### src/tbea_pkg.sv
package tbea_pkg;

  // Register byte offsets on the bus
  localparam logic [7:0] OFF_CTRL = 8'h00;
  localparam logic [7:0] OFF_ZONE_CFG = 8'h04;
  localparam logic [7:0] OFF_LIGHT_EN = 8'h08;
  localparam logic [7:0] OFF_PRES_EN = 8'h0c;
  localparam logic [7:0] OFF_EV_ON_SEL = 8'h10;
  localparam logic [7:0] OFF_EV_OFF_SEL = 8'h14;
  localparam logic [7:0] OFF_PROT_COND = 8'h18;
  localparam logic [7:0] OFF_SENSOR_STAT = 8'h1c;
  localparam logic [7:0] OFF_COMMON_COND = 8'h20;
  localparam logic [7:0] OFF_PROT_COUNT = 8'h24;
  localparam logic [7:0] OFF_COMMON_COUNT = 8'h28;
  localparam logic [7:0] OFF_REC_SEL = 8'h2c;
  localparam logic [7:0] OFF_REC_STAT = 8'h30;
  localparam logic [7:0] OFF_REC_STAMP_LO = 8'h34;
  localparam logic [7:0] OFF_REC_STAMP_HI = 8'h38;
  localparam logic [7:0] OFF_REC_INFO = 8'h3c;
  localparam logic [7:0] OFF_REC_CUR_AB = 8'h40;
  localparam logic [7:0] OFF_REC_CUR_CR = 8'h44;

  // Control register fields
  localparam int CTRL_FORCE_EN = 0;
  localparam int CTRL_FORCE_SEL = 1;
  localparam int CTRL_CLR_PROT = 8;
  localparam int CTRL_CLR_START = 9;
  localparam int CTRL_CLR_TRIP = 10;

  // Zone configuration fields
  localparam int ZCFG_ENABLE = 0;
  localparam int ZCFG_PH_EN = 4;
  localparam int ZCFG_RES_EN = 8;
  localparam int ZCFG_DI_MODE = 12;

  // Event flag positions
  localparam int EV_ZONE_TRIP = 0;
  localparam int EV_ZONE_BLK = 4;
  localparam int EV_PH_BLK = 8;
  localparam int EV_PH_START = 9;
  localparam int EV_RES_BLK = 10;
  localparam int EV_RES_START = 11;
  localparam int EV_LIGHT = 12;
  localparam int EV_PRES = 16;
  localparam int EV_DI = 20;
  localparam int EV_SENS_FAULT = 21;
  localparam int EV_IO_FAULT = 25;
  localparam int EV_COM_START = 26;
  localparam int EV_COM_TRIP = 27;
  localparam int NUM_PROT_EV = 26;
  localparam int NUM_EV = 28;

  // Widths and reset values
  localparam int TS_W = 48;
  localparam int CUR_W = 16;
  localparam int CNT_W = 16;
  localparam logic [31:0] RST_ZERO = 32'h0000_0000;

  typedef enum logic [1:0] {
    DI_OFF = 2'h0,
    DI_LIGHT_IN = 2'h1,
    DI_CURRENT_IN = 2'h2
  } di_mode_t;

  typedef enum logic [1:0] {
    COND_NORMAL = 2'h0,
    COND_START = 2'h1,
    COND_TRIP = 2'h2
  } cond_t;

endpackage : tbea_pkg

### src/trip_block_event_aggregator.sv
// The implementer's own choices: the register addresses and the Wishbone interface to the registers.
`timescale 1ns/10ps
// Functional notes
// - Blocking input is sampled once per program cycle, at the tick.
// - Pick-up rising with blocking inactive asserts the zone trip output.
// - Pick-up rising with blocking active asserts blocked, not trip, and holds.
// - Readable condition word has trip and blocked flags for four zones.
// - Readable sensor status: current start/blocked, light, pressure, input, faults.
// - Each status flag emits ON on rising and OFF on falling edges.
// - Per-event select of ON, OFF or both; unselected edges are not stored.
// - Every stored event carries the time stamp of its tick.
// - Protection event counter counts its events and clears by command.
// - Twelve most recent operation records kept circularly, oldest overwritten.
// - Record holds time, event, four trip currents, sensors, setting group.
// - Common START and TRIP are the OR of all function starts and trips; here START stays low while TRIP is active.
// - Extra assignable inputs also feed common START and TRIP.
// - Force setting start/trip overrides status only while forcing enabled; force normal leaves it unchanged.
// - Aggregator settings are static, independent of the setting group.
// - Readable aggregator condition shows normal, start or trip.
// - The aggregator has no blocking input of its own.
// - Common START/TRIP emit ON/OFF events and have clearable counters.
// - Outside current-in input mode, a light or pressure channel trips a zone only when enabled for it.
// - Current-in input mode trips only together with an active sensor channel.
module trip_block_event_aggregator
  import tbea_pkg::*;
#(
  parameter int NUM_PROT = 8,
  parameter int REC_DEPTH = 12
) (
  input wire logic sys_clk,
  input wire logic rst_n,
  input wire logic cyc_i,
  input wire logic stb_i,
  input wire logic we_i,
  input wire logic [7:0] adr_i,
  input wire logic [31:0] dat_i,
  input wire logic [3:0] sel_i,
  output logic [31:0] dat_o,
  output logic ack_o,
  input wire logic cycleTick,
  input wire logic [TS_W-1:0] timeStamp,
  input wire logic blockIn,
  input wire logic phCurrPickup,
  input wire logic resCurrPickup,
  input wire logic [3:0] lightIn,
  input wire logic [3:0] pressureIn,
  input wire logic digitalIn,
  input wire logic [3:0] sensorFault,
  input wire logic ioUnitFault,
  input wire logic [CUR_W-1:0] phaseCurrA,
  input wire logic [CUR_W-1:0] phaseCurrB,
  input wire logic [CUR_W-1:0] phaseCurrC,
  input wire logic [CUR_W-1:0] residualCurr,
  input wire logic [2:0] settingGroup,
  input wire logic [NUM_PROT-1:0] protStart,
  input wire logic [NUM_PROT-1:0] protTrip,
  input wire logic commonStartIn,
  input wire logic commonTripIn,
  output logic [3:0] zoneTrip,
  output logic [3:0] zoneBlocked,
  output logic commonStart,
  output logic commonTrip,
  output logic eventStrobe,
  output logic [NUM_EV-1:0] eventOn,
  output logic [NUM_EV-1:0] eventOff,
  output logic [TS_W-1:0] eventStamp
);

  // Fill level and index are four bits wide; deeper stores would need wider counters
  if (REC_DEPTH < 2 || REC_DEPTH > 15) begin : g_bad_depth
    $error("REC_DEPTH must be 2 to 15");
  end
  if (NUM_PROT < 1 || NUM_PROT > 32) begin : g_bad_prot
    $error("NUM_PROT must be 1 to 32");
  end

  localparam logic [3:0] LAST_SLOT = 4'(REC_DEPTH - 1);
  localparam logic [3:0] DEPTH4 = 4'(REC_DEPTH);

  // Counts set bits of an edge vector
  function automatic logic [CNT_W-1:0] popCount(input logic [NUM_EV-1:0] v);
    logic [CNT_W-1:0] n;
    n = '0;
    for (int i = 0; i < NUM_EV; i++) begin
      n = n + {{(CNT_W-1){1'b0}}, v[i]};
    end
    return n;
  endfunction : popCount

  // Merges write data into a register under byte enables
  function automatic logic [31:0] mergeBytes(input logic [31:0] old, input logic [31:0] wdat,
                                             input logic [3:0] be);
    logic [31:0] r;
    r = old;
    for (int b = 0; b < 4; b++) begin
      if (be[b]) begin
        r[b*8 +: 8] = wdat[b*8 +: 8];
      end
    end
    return r;
  endfunction : mergeBytes

  // Software settings; none of them is switched with the setting group
  logic [31:0] ctrlReg;
  logic [31:0] zoneCfg;
  logic [15:0] lightEn;
  logic [15:0] presEn;
  logic [NUM_EV-1:0] onSel;
  logic [NUM_EV-1:0] offSel;
  logic [3:0] recSel;

  logic busWrite;
  logic busRead;
  logic clrProt;
  logic clrStart;
  logic clrTrip;
  logic blockSampled;
  logic [NUM_PROT_EV-1:0] protFlags;
  logic [NUM_PROT_EV-1:0] next_protFlags;
  logic [3:0] next_zoneTrip;
  logic [3:0] next_zoneBlocked;
  logic [3:0] pickup;
  logic [NUM_EV-1:0] curFlags;
  logic [NUM_EV-1:0] newFlags;
  logic [NUM_EV-1:0] riseVec;
  logic [NUM_EV-1:0] fallVec;
  cond_t commonCond;
  cond_t next_commonCond;
  logic [CNT_W-1:0] protCount;
  logic [CNT_W-1:0] startCount;
  logic [CNT_W-1:0] tripCount;
  logic recordHit;
  logic [3:0] wrPtr;
  logic [3:0] recCount;
  logic [31:0] readData;

  // Record store, one entry per operation
  logic [TS_W-1:0] recStamp [REC_DEPTH];
  logic [7:0] recEvent [REC_DEPTH];
  logic [7:0] recSensors [REC_DEPTH];
  logic [2:0] recGroup [REC_DEPTH];
  logic [CUR_W-1:0] recCurA [REC_DEPTH];
  logic [CUR_W-1:0] recCurB [REC_DEPTH];
  logic [CUR_W-1:0] recCurC [REC_DEPTH];
  logic [CUR_W-1:0] recCurR [REC_DEPTH];

  // Request taken on the first cycle it is seen; ack marks the answer one cycle on
  assign busWrite = cyc_i & stb_i & we_i & ~ack_o;
  assign busRead = cyc_i & stb_i & ~we_i & ~ack_o;
  assign clrProt = busWrite && adr_i == OFF_CTRL && sel_i[1] && dat_i[CTRL_CLR_PROT];
  assign clrStart = busWrite && adr_i == OFF_CTRL && sel_i[1] && dat_i[CTRL_CLR_START];
  assign clrTrip = busWrite && adr_i == OFF_CTRL && sel_i[1] && dat_i[CTRL_CLR_TRIP];

  // Bus acknowledge, dropped the cycle after it was given
  always_ff @(posedge sys_clk or negedge rst_n) begin
    if (!rst_n) begin
      ack_o <= 1'b0;
    end else begin
      ack_o <= cyc_i & stb_i & ~ack_o;
    end
  end

  // Setting registers; clear commands are pulses and never stored
  always_ff @(posedge sys_clk or negedge rst_n) begin
    if (!rst_n) begin
      ctrlReg <= RST_ZERO;
      zoneCfg <= RST_ZERO;
      lightEn <= RST_ZERO[15:0];
      presEn <= RST_ZERO[15:0];
      onSel <= RST_ZERO[NUM_EV-1:0];
      offSel <= RST_ZERO[NUM_EV-1:0];
      recSel <= RST_ZERO[3:0];
    end else if (busWrite) begin
      case (adr_i)
        OFF_CTRL: ctrlReg <= mergeBytes(ctrlReg, dat_i, sel_i) & 32'h0000_0007;
        OFF_ZONE_CFG: zoneCfg <= mergeBytes(zoneCfg, dat_i, sel_i) & 32'h000f_ffff;
        OFF_LIGHT_EN: lightEn <= 16'(mergeBytes({16'h0000, lightEn}, dat_i, sel_i));
        OFF_PRES_EN: presEn <= 16'(mergeBytes({16'h0000, presEn}, dat_i, sel_i));
        OFF_EV_ON_SEL: onSel <= NUM_EV'(mergeBytes({4'h0, onSel}, dat_i, sel_i));
        OFF_EV_OFF_SEL: offSel <= NUM_EV'(mergeBytes({4'h0, offSel}, dat_i, sel_i));
        OFF_REC_SEL: recSel <= sel_i[0] ? dat_i[3:0] : recSel;
        default: ;
      endcase
    end
  end

  // Zone pick-up from enabled channels, current elements and the digital input
  always_comb begin
    logic anyChan;
    logic curOk;
    logic sensHit;
    logic diHit;
    anyChan = 1'b0;
    curOk = 1'b0;
    sensHit = 1'b0;
    diHit = 1'b0;
    pickup = 4'h0;
    for (int z = 0; z < 4; z++) begin
      sensHit = |(lightIn & lightEn[z*4 +: 4]) | |(pressureIn & presEn[z*4 +: 4]);
      anyChan = |lightIn | |pressureIn;
      // With no current element chosen, light alone trips the zone
      curOk = ~(zoneCfg[ZCFG_PH_EN+z] | zoneCfg[ZCFG_RES_EN+z])
              | (zoneCfg[ZCFG_PH_EN+z] & phCurrPickup)
              | (zoneCfg[ZCFG_RES_EN+z] & resCurrPickup);
      case (zoneCfg[ZCFG_DI_MODE + z*2 +: 2])
        DI_LIGHT_IN: diHit = digitalIn;
        DI_CURRENT_IN: diHit = digitalIn & anyChan;
        default: diHit = 1'b0;
      endcase
      pickup[z] = zoneCfg[ZCFG_ENABLE+z] & ((sensHit & curOk) | diHit);
    end
  end

  // Trip or blocked is decided once at pick-up and held until pick-up drops
  always_comb begin
    next_zoneTrip = zoneTrip;
    next_zoneBlocked = zoneBlocked;
    for (int z = 0; z < 4; z++) begin
      if (!pickup[z]) begin
        next_zoneTrip[z] = 1'b0;
        next_zoneBlocked[z] = 1'b0;
      end else if (!zoneTrip[z] && !zoneBlocked[z]) begin
        next_zoneTrip[z] = ~blockIn;
        next_zoneBlocked[z] = blockIn;
      end
    end
  end

  // Status word as it will stand after this tick
  always_comb begin
    next_protFlags = '0;
    next_protFlags[EV_ZONE_TRIP +: 4] = next_zoneTrip;
    next_protFlags[EV_ZONE_BLK +: 4] = next_zoneBlocked;
    next_protFlags[EV_PH_BLK] = phCurrPickup & blockIn;
    next_protFlags[EV_PH_START] = phCurrPickup & ~blockIn;
    next_protFlags[EV_RES_BLK] = resCurrPickup & blockIn;
    next_protFlags[EV_RES_START] = resCurrPickup & ~blockIn;
    next_protFlags[EV_LIGHT +: 4] = lightIn;
    next_protFlags[EV_PRES +: 4] = pressureIn;
    next_protFlags[EV_DI] = digitalIn;
    next_protFlags[EV_SENS_FAULT +: 4] = sensorFault;
    next_protFlags[EV_IO_FAULT] = ioUnitFault;
  end

  // Common condition: OR of all starts and trips, then the optional force
  always_comb begin
    logic anyStart;
    logic anyTrip;
    anyStart = |protStart | commonStartIn | next_protFlags[EV_PH_START]
               | next_protFlags[EV_RES_START];
    anyTrip = |protTrip | commonTripIn | |next_zoneTrip;
    // No blocking term here; blocked zones simply never raise a trip
    if (anyTrip) begin
      next_commonCond = COND_TRIP;
    end else if (anyStart) begin
      next_commonCond = COND_START;
    end else begin
      next_commonCond = COND_NORMAL;
    end
    if (ctrlReg[CTRL_FORCE_EN]) begin
      case (ctrlReg[CTRL_FORCE_SEL +: 2])
        COND_START: next_commonCond = COND_START;
        COND_TRIP: next_commonCond = COND_TRIP;
        default: ;
      endcase
    end
  end

  assign curFlags = {commonTrip, commonStart, protFlags};
  assign newFlags = {next_commonCond == COND_TRIP, next_commonCond == COND_START, next_protFlags};
  assign riseVec = cycleTick ? (newFlags & ~curFlags) : '0;
  assign fallVec = cycleTick ? (~newFlags & curFlags) : '0;
  assign recordHit = |riseVec[EV_ZONE_TRIP +: 8];

  // Program-cycle state: blocking sample, status flags, common outputs
  always_ff @(posedge sys_clk or negedge rst_n) begin
    if (!rst_n) begin
      blockSampled <= 1'b0;
      protFlags <= '0;
      commonCond <= COND_NORMAL;
    end else if (cycleTick) begin
      blockSampled <= blockIn;
      protFlags <= next_protFlags;
      commonCond <= next_commonCond;
    end
  end

  assign zoneTrip = protFlags[EV_ZONE_TRIP +: 4];
  assign zoneBlocked = protFlags[EV_ZONE_BLK +: 4];
  assign commonStart = commonCond == COND_START;
  assign commonTrip = commonCond == COND_TRIP;

  // Event report: selected edges with the tick's time stamp
  always_ff @(posedge sys_clk or negedge rst_n) begin
    if (!rst_n) begin
      eventStrobe <= 1'b0;
      eventOn <= '0;
      eventOff <= '0;
      eventStamp <= '0;
    end else begin
      eventStrobe <= |(riseVec & onSel) | |(fallVec & offSel);
      if (cycleTick) begin
        eventOn <= riseVec & onSel;
        eventOff <= fallVec & offSel;
        eventStamp <= timeStamp;
      end
    end
  end

  // Counters; an event in the clear cycle is kept, not lost
  always_ff @(posedge sys_clk or negedge rst_n) begin
    if (!rst_n) begin
      protCount <= '0;
      startCount <= '0;
      tripCount <= '0;
    end else begin
      protCount <= (clrProt ? '0 : protCount)
                   + popCount({2'b00, riseVec[NUM_PROT_EV-1:0]});
      startCount <= (clrStart ? '0 : startCount)
                    + {{(CNT_W-1){1'b0}}, riseVec[EV_COM_START]};
      tripCount <= (clrTrip ? '0 : tripCount)
                   + {{(CNT_W-1){1'b0}}, riseVec[EV_COM_TRIP]};
    end
  end

  // Circular record pointer and fill level
  always_ff @(posedge sys_clk or negedge rst_n) begin
    if (!rst_n) begin
      wrPtr <= '0;
      recCount <= '0;
    end else if (recordHit) begin
      wrPtr <= (wrPtr == LAST_SLOT) ? 4'h0 : wrPtr + 4'h1;
      recCount <= (recCount == DEPTH4) ? recCount : recCount + 4'h1;
    end
  end

  // Record contents; storage needs no reset, the fill level tells valid slots
  always_ff @(posedge sys_clk) begin
    if (recordHit) begin
      recStamp[wrPtr] <= timeStamp;
      recEvent[wrPtr] <= riseVec[EV_ZONE_TRIP +: 8];
      recSensors[wrPtr] <= {pressureIn, lightIn};
      recGroup[wrPtr] <= settingGroup;
      recCurA[wrPtr] <= phaseCurrA;
      recCurB[wrPtr] <= phaseCurrB;
      recCurC[wrPtr] <= phaseCurrC;
      recCurR[wrPtr] <= residualCurr;
    end
  end

  // Read decode; unmapped offsets and slot numbers past the store read as zero
  always_comb begin
    logic slotOk;
    slotOk = recSel < DEPTH4;
    readData = 32'h0000_0000;
    case (adr_i)
      OFF_CTRL: readData = ctrlReg;
      OFF_ZONE_CFG: readData = zoneCfg;
      OFF_LIGHT_EN: readData = {16'h0000, lightEn};
      OFF_PRES_EN: readData = {16'h0000, presEn};
      OFF_EV_ON_SEL: readData = {4'h0, onSel};
      OFF_EV_OFF_SEL: readData = {4'h0, offSel};
      OFF_PROT_COND: readData = {23'h000000, blockSampled, zoneBlocked, zoneTrip};
      OFF_SENSOR_STAT: readData = {14'h0000, protFlags[NUM_PROT_EV-1:EV_PH_BLK]};
      OFF_COMMON_COND: readData = {30'h00000000, commonCond};
      OFF_PROT_COUNT: readData = {16'h0000, protCount};
      OFF_COMMON_COUNT: readData = {tripCount, startCount};
      OFF_REC_SEL: readData = {28'h0000000, recSel};
      OFF_REC_STAT: readData = {20'h00000, wrPtr, 4'h0, recCount};
      OFF_REC_STAMP_LO: readData = slotOk ? recStamp[recSel][31:0] : 32'h0000_0000;
      OFF_REC_STAMP_HI: readData = slotOk ? {16'h0000, recStamp[recSel][TS_W-1:32]} : '0;
      OFF_REC_INFO: readData = slotOk ? {13'h0000, recGroup[recSel], recSensors[recSel],
                                         recEvent[recSel]} : 32'h0000_0000;
      OFF_REC_CUR_AB: readData = slotOk ? {recCurB[recSel], recCurA[recSel]} : '0;
      OFF_REC_CUR_CR: readData = slotOk ? {recCurR[recSel], recCurC[recSel]} : '0;
      default: readData = 32'h0000_0000;
    endcase
  end

  // Read data registered alongside the acknowledge
  always_ff @(posedge sys_clk or negedge rst_n) begin
    if (!rst_n) begin
      dat_o <= 32'h0000_0000;
    end else if (busRead) begin
      dat_o <= readData;
    end
  end

endmodule : trip_block_event_aggregator

### config.mk
export PLATFORM = sky130hd
export DESIGN_NAME = trip_block_event_aggregator
export DESIGN_NICKNAME = d
export VERILOG_FILES = /design/src/tbea_pkg.sv /design/src/trip_block_event_aggregator.sv
export SDC_FILE = /design/constraint.sdc
export NUM_CORES = 2
export LEC_CHECK = 0
export ABC_AREA = 1
export BUFFER_PORTS_ARGS = -buffer_cell sky130_fd_sc_hd__buf_2
export CAP_MARGIN = 10
export CORE_UTILIZATION = 47
export DETAILED_ROUTE_END_ITERATION = 8
export PLACE_DENSITY = 0.66
export SYNTH_ARGS = -nofsm -noshare
export SYNTH_HDL_FRONTEND = slang
export SYNTH_SLANG_ARGS = --single-unit
### constraint.sdc
create_clock -name sys_clk -period 9 [get_ports sys_clk]
set_clock_uncertainty 0.05 [all_clocks]
set_input_delay 1.35 -clock sys_clk [delete_from_list [all_inputs] [get_ports sys_clk]]
set_output_delay 1.35 -clock sys_clk [all_outputs]
set_load 0.02 [all_outputs]
; ---- Yosys cells after proc, flatten, opt, wreduce, memory -nomap -nowiden
; Memory sizes are Yosys's and may differ from the RTL's.
; Index checks and enable logic that the tools add are counted.
[word_totals]
ff_bits = 338
ram_bits = 1572
input_bits = 200
out_inout_bits = 148
elab_cells = 269
n_memories = 8
[mem_list]
columns = memory, depth, width, read_ports, rd_clocked_by_memory_dff, write_ports, line_no
row1 = recStamp, 12, 48, 1, 0, 1, trip_block_event_aggregator.sv:138  ; logic [TS_W-1:0] recStamp [REC_DEPTH];
row2 = recCurA, 12, 16, 1, 0, 1, trip_block_event_aggregator.sv:142  ; logic [CUR_W-1:0] recCurA [REC_DEPTH];
row3 = recCurB, 12, 16, 1, 0, 1, trip_block_event_aggregator.sv:143  ; logic [CUR_W-1:0] recCurB [REC_DEPTH];
row4 = recCurC, 12, 16, 1, 0, 1, trip_block_event_aggregator.sv:144  ; logic [CUR_W-1:0] recCurC [REC_DEPTH];
row5 = recCurR, 12, 16, 1, 0, 1, trip_block_event_aggregator.sv:145  ; logic [CUR_W-1:0] recCurR [REC_DEPTH];
row6 = recEvent, 12, 8, 1, 0, 1, trip_block_event_aggregator.sv:139  ; logic [7:0] recEvent [REC_DEPTH];
row7 = +2 memories, --, --, --, --, --, --
[op_classes]
addsub = 30
n_lt_le_gt_ge = 1
n_eq_ne = 33
n_mux = 38
n_bitwise = 76
n_reduce_logical = 52
[op_table]
columns = cell, n
row1 = $pmux 32 s18, 1
row2 = $add 16x1->16, 12
row3 = $and 28x28->28, 4
row4 = $mux 32, 3
row5 = $eq 8x6->1 const B, 8
row6 = $mux 16, 4
row7 = $mux 28, 2
row8 = $not 28->28, 2
row9 = $reduce_or 28->1, 2
row10 = $reduce_and 3->1, 17
row11 = $reduce_or 4->1, 11
row12 = $and 4x4->4, 8
row13 = $eq 8x5->1 const B, 4
row14 = $and 1x1->1, 27
row15 = $or 1x1->1, 27
row16 = $reduce_or 8->1, 3
row17 = $mux 1, 19
row18 = $mux 19, 1
row19 = $add 15x1->16, 1
row20 = $add 16x16->16, 1
row21 = $eq 8x4->1 const B, 2
row22 = $eq 8x7->1 const B, 2
row23 = $add 14x1->15, 1
row24 = $add 13x1->14, 1
row25 = 27 further kinds, 67

; ---- Longest topological paths before layout
[logic_depth]
depth_word = 42
depth_mapped = 33
depth_no_buf = 32

; ---- Worst setup path after synthesis
; OpenSTA, ideal clock, no wires.
[synth_path]
path_type = input to register
startpoint = in lightIn[2]
endpoint = mem recCurA[0][0] (enable)
setup_ns = 0.622
arrival_time_ns = 8.693
required_ns = 8.328
slack_ns = -0.365
path_stages = 19
n_path_buf = 2
path_cell_list = buf_6 > inv_1 > o21ai_0 > nor2_1 > nand2_1 > nand2_1 > nand2_1 > nand3_1 > nor2_1 > inv_1 > nor2_1 > inv_1 > ha_1 > nand2_1 > nor3_2 > nand2_2 > buf_6 > nand2_1 > nor2_1
[synth_via]
elab_chain_cells = 12
elab_cells_between_ends = 44
classes_between = 15 x mux / 23 x bitwise / 6 x reduce/logical
[synth_lines]
columns = item, line_no
row1 = "start, declared", trip_block_event_aggregator.sv:45  ; input wire logic [3:0] lightIn,
row2 = $reduce_or 4->1 / $and 4x4->4 (equally long branches), "trip_block_event_aggregator.sv:200, trip_block_event_aggregator.sv:199"
row3 = $or 1x1->1 / $reduce_or 4->1 (equally long branches), "trip_block_event_aggregator.sv:200, trip_block_event_aggregator.sv:199"
row4 = $and 1x1->1 / $or 1x1->1 (equally long branches), "trip_block_event_aggregator.sv:207, trip_block_event_aggregator.sv:199"
row5 = $pmux 1 s2 / $and 1x1->1 (equally long branches), "trip_block_event_aggregator.sv:205, trip_block_event_aggregator.sv:210"
row6 = $or 1x1->1 (*), trip_block_event_aggregator.sv:210  ; pickup[z] = zoneCfg[ZCFG_ENABLE+z] & ((sensHit & curOk) | diHit);
row7 = $and 1x1->1 (*), trip_block_event_aggregator.sv:210
row8 = $mux 1 (*), trip_block_event_aggregator.sv:219  ; if (!pickup[z]) begin
row9 = $and 28x28->28 (*), trip_block_event_aggregator.sv:271  ; assign riseVec = cycleTick ? (newFlags & ~curFlags) : '0;
row10 = $mux 28 (*), trip_block_event_aggregator.sv:271
row11 = via riseVec[1], trip_block_event_aggregator.sv:125  ; logic [NUM_EV-1:0] riseVec;
row12 = $reduce_or 8->1 (*), trip_block_event_aggregator.sv:273  ; assign recordHit = |riseVec[EV_ZONE_TRIP +: 8];
row13 = $mux 1 (*), trip_block_event_aggregator.sv:339  ; if (recordHit) begin
row14 = $mux 1 (not written as such) (*), trip_block_event_aggregator.sv:344  ; recCurA[wrPtr] <= phaseCurrA;
row15 = "end, declared", trip_block_event_aggregator.sv:142
; Mark *: on every way through the listed nets, which the timed path passes. The rest lies on a longest branch.

; ---- Worst setup path after layout
[layout_path]
startpoint = in lightIn[3]
endpoint = reg protCount[14]
[layout_via]
elab_chain_cells = 35
elab_cells_between_ends = 67
classes_between = 26 x add/sub / 13 x mux / 23 x bitwise / 5 x reduce/logical
[layout_lines]
columns = item, line_no
row1 = $reduce_or 4->1 / $and 4x4->4 (equally long branches), "trip_block_event_aggregator.sv:200, trip_block_event_aggregator.sv:199"
row2 = $or 1x1->1 / $reduce_or 4->1 (equally long branches), "trip_block_event_aggregator.sv:200, trip_block_event_aggregator.sv:199"
row3 = $and 1x1->1 / $or 1x1->1 (equally long branches), "trip_block_event_aggregator.sv:207, trip_block_event_aggregator.sv:199"
row4 = $pmux 1 s2 / $and 1x1->1 (equally long branches), "trip_block_event_aggregator.sv:205, trip_block_event_aggregator.sv:210"
row5 = $or 1x1->1 (*), trip_block_event_aggregator.sv:210
row6 = $and 1x1->1 (*), trip_block_event_aggregator.sv:210
row7 = $mux 1 (*), trip_block_event_aggregator.sv:219
row8 = $and 28x28->28 (*), trip_block_event_aggregator.sv:271
row9 = [1 not listed], --
row10 = via riseVec[0], trip_block_event_aggregator.sv:125
row11 = [9 not listed], --
row12 = $add 10x1->11 (*), trip_block_event_aggregator.sv:85  ; n = n + {{(CNT_W-1){1'b0}}, v[i]};
row13 = $add 11x1->12 (*), trip_block_event_aggregator.sv:85
row14 = $add 12x1->13 (*), trip_block_event_aggregator.sv:85
row15 = $add 13x1->14 (*), trip_block_event_aggregator.sv:85
row16 = $add 14x1->15 (*), trip_block_event_aggregator.sv:85
row17 = $add 15x1->16 (*), trip_block_event_aggregator.sv:85
row18 = $add 16x1->16 (*) (10 in a row), trip_block_event_aggregator.sv:85
row19 = $add 16x16->16 (*), trip_block_event_aggregator.sv:318  ; + popCount({2'b00, riseVec[NUM_PROT_EV-1:0]});
row20 = "end signal, assigned", trip_block_event_aggregator.sv:317  ; protCount <= (clrProt ? '0 : protCount)
row21 = "end, declared", trip_block_event_aggregator.sv:129  ; logic [CNT_W-1:0] protCount;
; Marked as above.
; A chain may end at the register's enable or synchronous reset.

==> out/results.txt <==
Buffers placed on the I/O ports in this run total 343. The number of global-route vias before repair was 51000; the count of routing violations after the opening detailed-route iteration was 7048. The standard cell with the maximum stage delay on the critical path was fa_1. The top cell type by area accounts for 60.8% of the synthesized area. TritonCTS built the clock tree. The kind of start point of the critical path was an input port.

The final critical path takes up 87.1% of the cycle. The net count of the finished layout is 6874. Data on the critical path arrives at its endpoint at 8.49 ns. The prevailing post-synth register cell is edfxtp_1. Dominant cell type by area after synthesis: edfxtp_1. Startpoint of the lowest-slack hold path: eventStamp[19]$_DFFE_PN0P_. Areal power density over the cells: 212 nW/um2.

For this run, the number of Yosys warnings is 0. The detail route stage leaves a number of antenna-violating nets equal to 0. The wire-length estimate of the detail-placed layout is 143 mm. Final hold violation count: 0.

The initial utilization of the core area, before any placement, comes to 47.6%. The final route contains 54200 vias. The count of H-tree levels built during CTS is 4, and the final critical-path required period is 7.84 ns. Gates resized during post-CTS repair numbered 0. The logs give 167000 um2 for the die area and 351 mm for the global-route wire length before repair. Worst reg2reg path startpoint: zoneCfg[12]$_DFFE_PN0P_. Global routing used 28.6% of the available tracks across all layers. Dominant cell by count in the synthesized netlist: edfxtp_1. The most critical setup path has its startpoint at lightIn[3]. 348 I/O pins were placed. The proportion of register bits with asynchronous set or reset after synthesis works out to 17.7%.

The worst pin sits at a relative slew slack of 19.7%. By area the synthesized netlist is led by edfxtp_1, dfrtp_1, o21ai_0. The flow ran to the end, and the final reports show no timing, DRC or antenna violations. After routing the design area is 87800 um2.

The transition at the pin with the smallest max-transition slack works out to 1.20 ns. The logs give 1910 for the clock sink count and 148 for the number of core rows. In this run, synthesis produced a sequential element count of 1910. In the final layout, the share of cells above drive strength 1 is 11.6%. The post-route worst setup slack came out at 1.16 ns. The average size of a mapped cell works out to 12.1 um2. Clock transition time at the flip-flop clock pins of the worst setup and hold paths: 0.06 ns. The logs give 163000 um2 for the core area and 6654 for the post-synthesis net count. Of the synthesized area, sequential elements account for 71.7%. Synthesis produced 6396 cells. The number of clock buffers added by TritonCTS is 193.

For the netlist area before placement, the log shows 77700 um2. No sink is reached through more buffers than the 3 on the longest clock path. Sorting the synthesized cells by how often they occur yields edfxtp_1, o21ai_0, nor2_1. IR analysis of the VDD net gives a maximum drop of 0.224 mV.

STA puts the critical path data required time at 9.65 ns. Setup repair after global routing left no endpoint under its margin. For the number of antenna violations at the first check in global routing, the log shows 45. The root buffer cell chosen for the clock tree is clkbuf_16. After detailed routing, the number of vias per cell comes to 6.04.

Routability-driven placement finished with a final weighted congestion of 0.955. Buffers added to address setup during post-CTS repair amount to 0. Global routing finished with a remaining overflow of 0.

Entering global routing, the biggest net connects 202 pins. The path class of the tightest hold or removal check is flip-flop to flip-flop. Dividing the detail-routed wire length by the instance count gives 27.0 um.

In this run, synthesis inferred 1572 flip-flops with an integrated enable. The number of slew-limit violations in the final report was 0; the floorplan die width was 409 um. Along the worst path, the maximum fanout reaches 18. The die is 409 um tall. The tool flagged a number of max-cap violations equal to 0. The worst setup path is of the input port to flip-flop kind. Based on the critical path, the design can be clocked at up to 128 MHz.

Once placement finished, the instance area stood at 81300 um2. The logs give 32.3 nW for the static leakage and 0 for the number of endpoints failing setup at the final stage. The largest single stage delay on the critical path is 0.53 ns.

The run gives 0 as the DRC violation count after routing. The worst setup path is captured at a flip-flop. The tools report the number of distinct standard cells referenced by the synthesized netlist as 52. Summed over all layers, the routed wires come to 242 mm. Number of hold buffers added after cts: 0. The first-pass iteration count of the detailed router was 6; the synthesis-to-finish area growth was 13.0%. The clock reaches the later pin of the worst-skew pair after 0.84 ns. OpenSTA, run right after detailed placement, puts the worst setup slack at 0.403 ns. Measured on the finished design, the core utilization comes to 53.8%.
## report_power, final
| part | total [mW] | internal (mW) | leakage (nW) | switching (mW) |
|---|---|---|---|---|
| Combinational | 0.725 | 0.214 | 10.2 | 0.511 |
| Sequential | 9.72 | 9.63 | 18.9 | 0.0831 |
| Clock | 8.17 | 4.72 | 3.17 | 3.45 |
| Total | 18.6 | 14.6 | 32.3 | 4.04 |
## routing by layer
metal | track usage [%] | part of all wire [%]
met5 | 0 | 0.069
met4 | 10.3 | 3.5
met3 | 5.81 | 10
met2 | 43.0 | 45
met1 | 41.2 | 41
## registers in the layout (all words and copies together) (netlist names), 48 cells and up
name,cells
eventStamp,48
recCurA,192
recCurB,192
recCurC,192
recCurR,192
recEvent,96
recSensors,96
recStamp,576
## layout by cell type, fill, tap and decap left out, types with 19 or more instances in the layout
master / Yosys / routed
nand4_1: 51 / 51
nand2_1: 865 / 865
edfxtp_1: 1572 / 1572
o221ai_1: 148 / 148
xor2_1: 32 / 32
fa_1: 20 / 20
a221oi_1: 26 / 26
nor2_1: 961 / 944
nand3_1: 150 / 150
bufinv_16: 0 / 19
clkbuf_1: 225 / 45
clkbuf_16: 0 / 196
o21ai_0: 992 / 992
dfrtp_1: 338 / 335
a21oi_1: 44 / 44
o211ai_1: 53 / 53
ha_1: 38 / 38
o22ai_1: 268 / 268
clkinv_1: 2 / 31
clkinv_2: 0 / 30
buf_12: 0 / 21
inv_1: 217 / 217
a22o_1: 19 / 19
buf_2: 122 / 341
buf_4: 29 / 56
o21ai_1: 74 / 74
## critical path, delay by kind of cell
family	cells	cell delay, ns
AOI/OAI and AO/OA	4	0.75
xor gates and xnor gates	1	0.15
adders and majority gates	8	3.50
buffers and inverters	6	0.86
and+or+nand+nor	14	1.87
## area by class of cell
class	instances	area [um2]
diodes	16	40.0
inverters	235	907
clock inverters	104	1160
multi-input cells	3856	19400
flip-flops and latches	1910	55700
well taps	2175	2720
repair buffers	420	2570
clock buffers	259	5320
fillers	13700	75500
## cells by family after synthesis
logic type	count (synthesis)	share of synthesized area, %
and+or+nand+nor	2098	10.9
buffers and inverters	630	3.53
DFF	1910	71.7
AOI/OAI and AO/OA	1660	12.4
xor gates and xnor gates	40	0.451
adders and majority gates	58	1.13
## metrics by stage
step | TNS [ns] | total power [mW] | hold slack [ns] | std cells
2_1_floorplan | -143.45 | 10.2 | 0.403 | 6396
3_3_place_gp | 0 | 10.6 | 0.399 | 8596
3_5_place_dp | 0 | 10.6 | 0.404 | 8596
4_1_cts | 0 | 18.7 | 0.419 | 8959
5_1_grt | 0 | 19.1 | 0.436 | 8967
6_report | 0 | 18.6 | 0.415 | 8975
## final timing paths
| kind | endpoint | slack [ns] | depth (start not counted) |
|---|---|---|---|
| worst max-delay path | protCount[14]$_DFF_PN0_ | 1.16 | 33 |
| worst min-delay path | eventStamp[19]$_DFFE_PN0P_ | 0.42 | 2 |
| worst max register to register | protCount[14]$_DFF_PN0_ | 1.72 | 31 |
| worst min register to register | eventStamp[19]$_DFFE_PN0P_ | 0.42 | 2 |
| max in group asynchronous | recSel[2]$_DFFE_PN0P_ | 6.87 | 2 |
| min in group asynchronous | eventStamp[19]$_DFFE_PN0P_ | 0.45 | 1 |
Power figures use the tool's default switching activity.
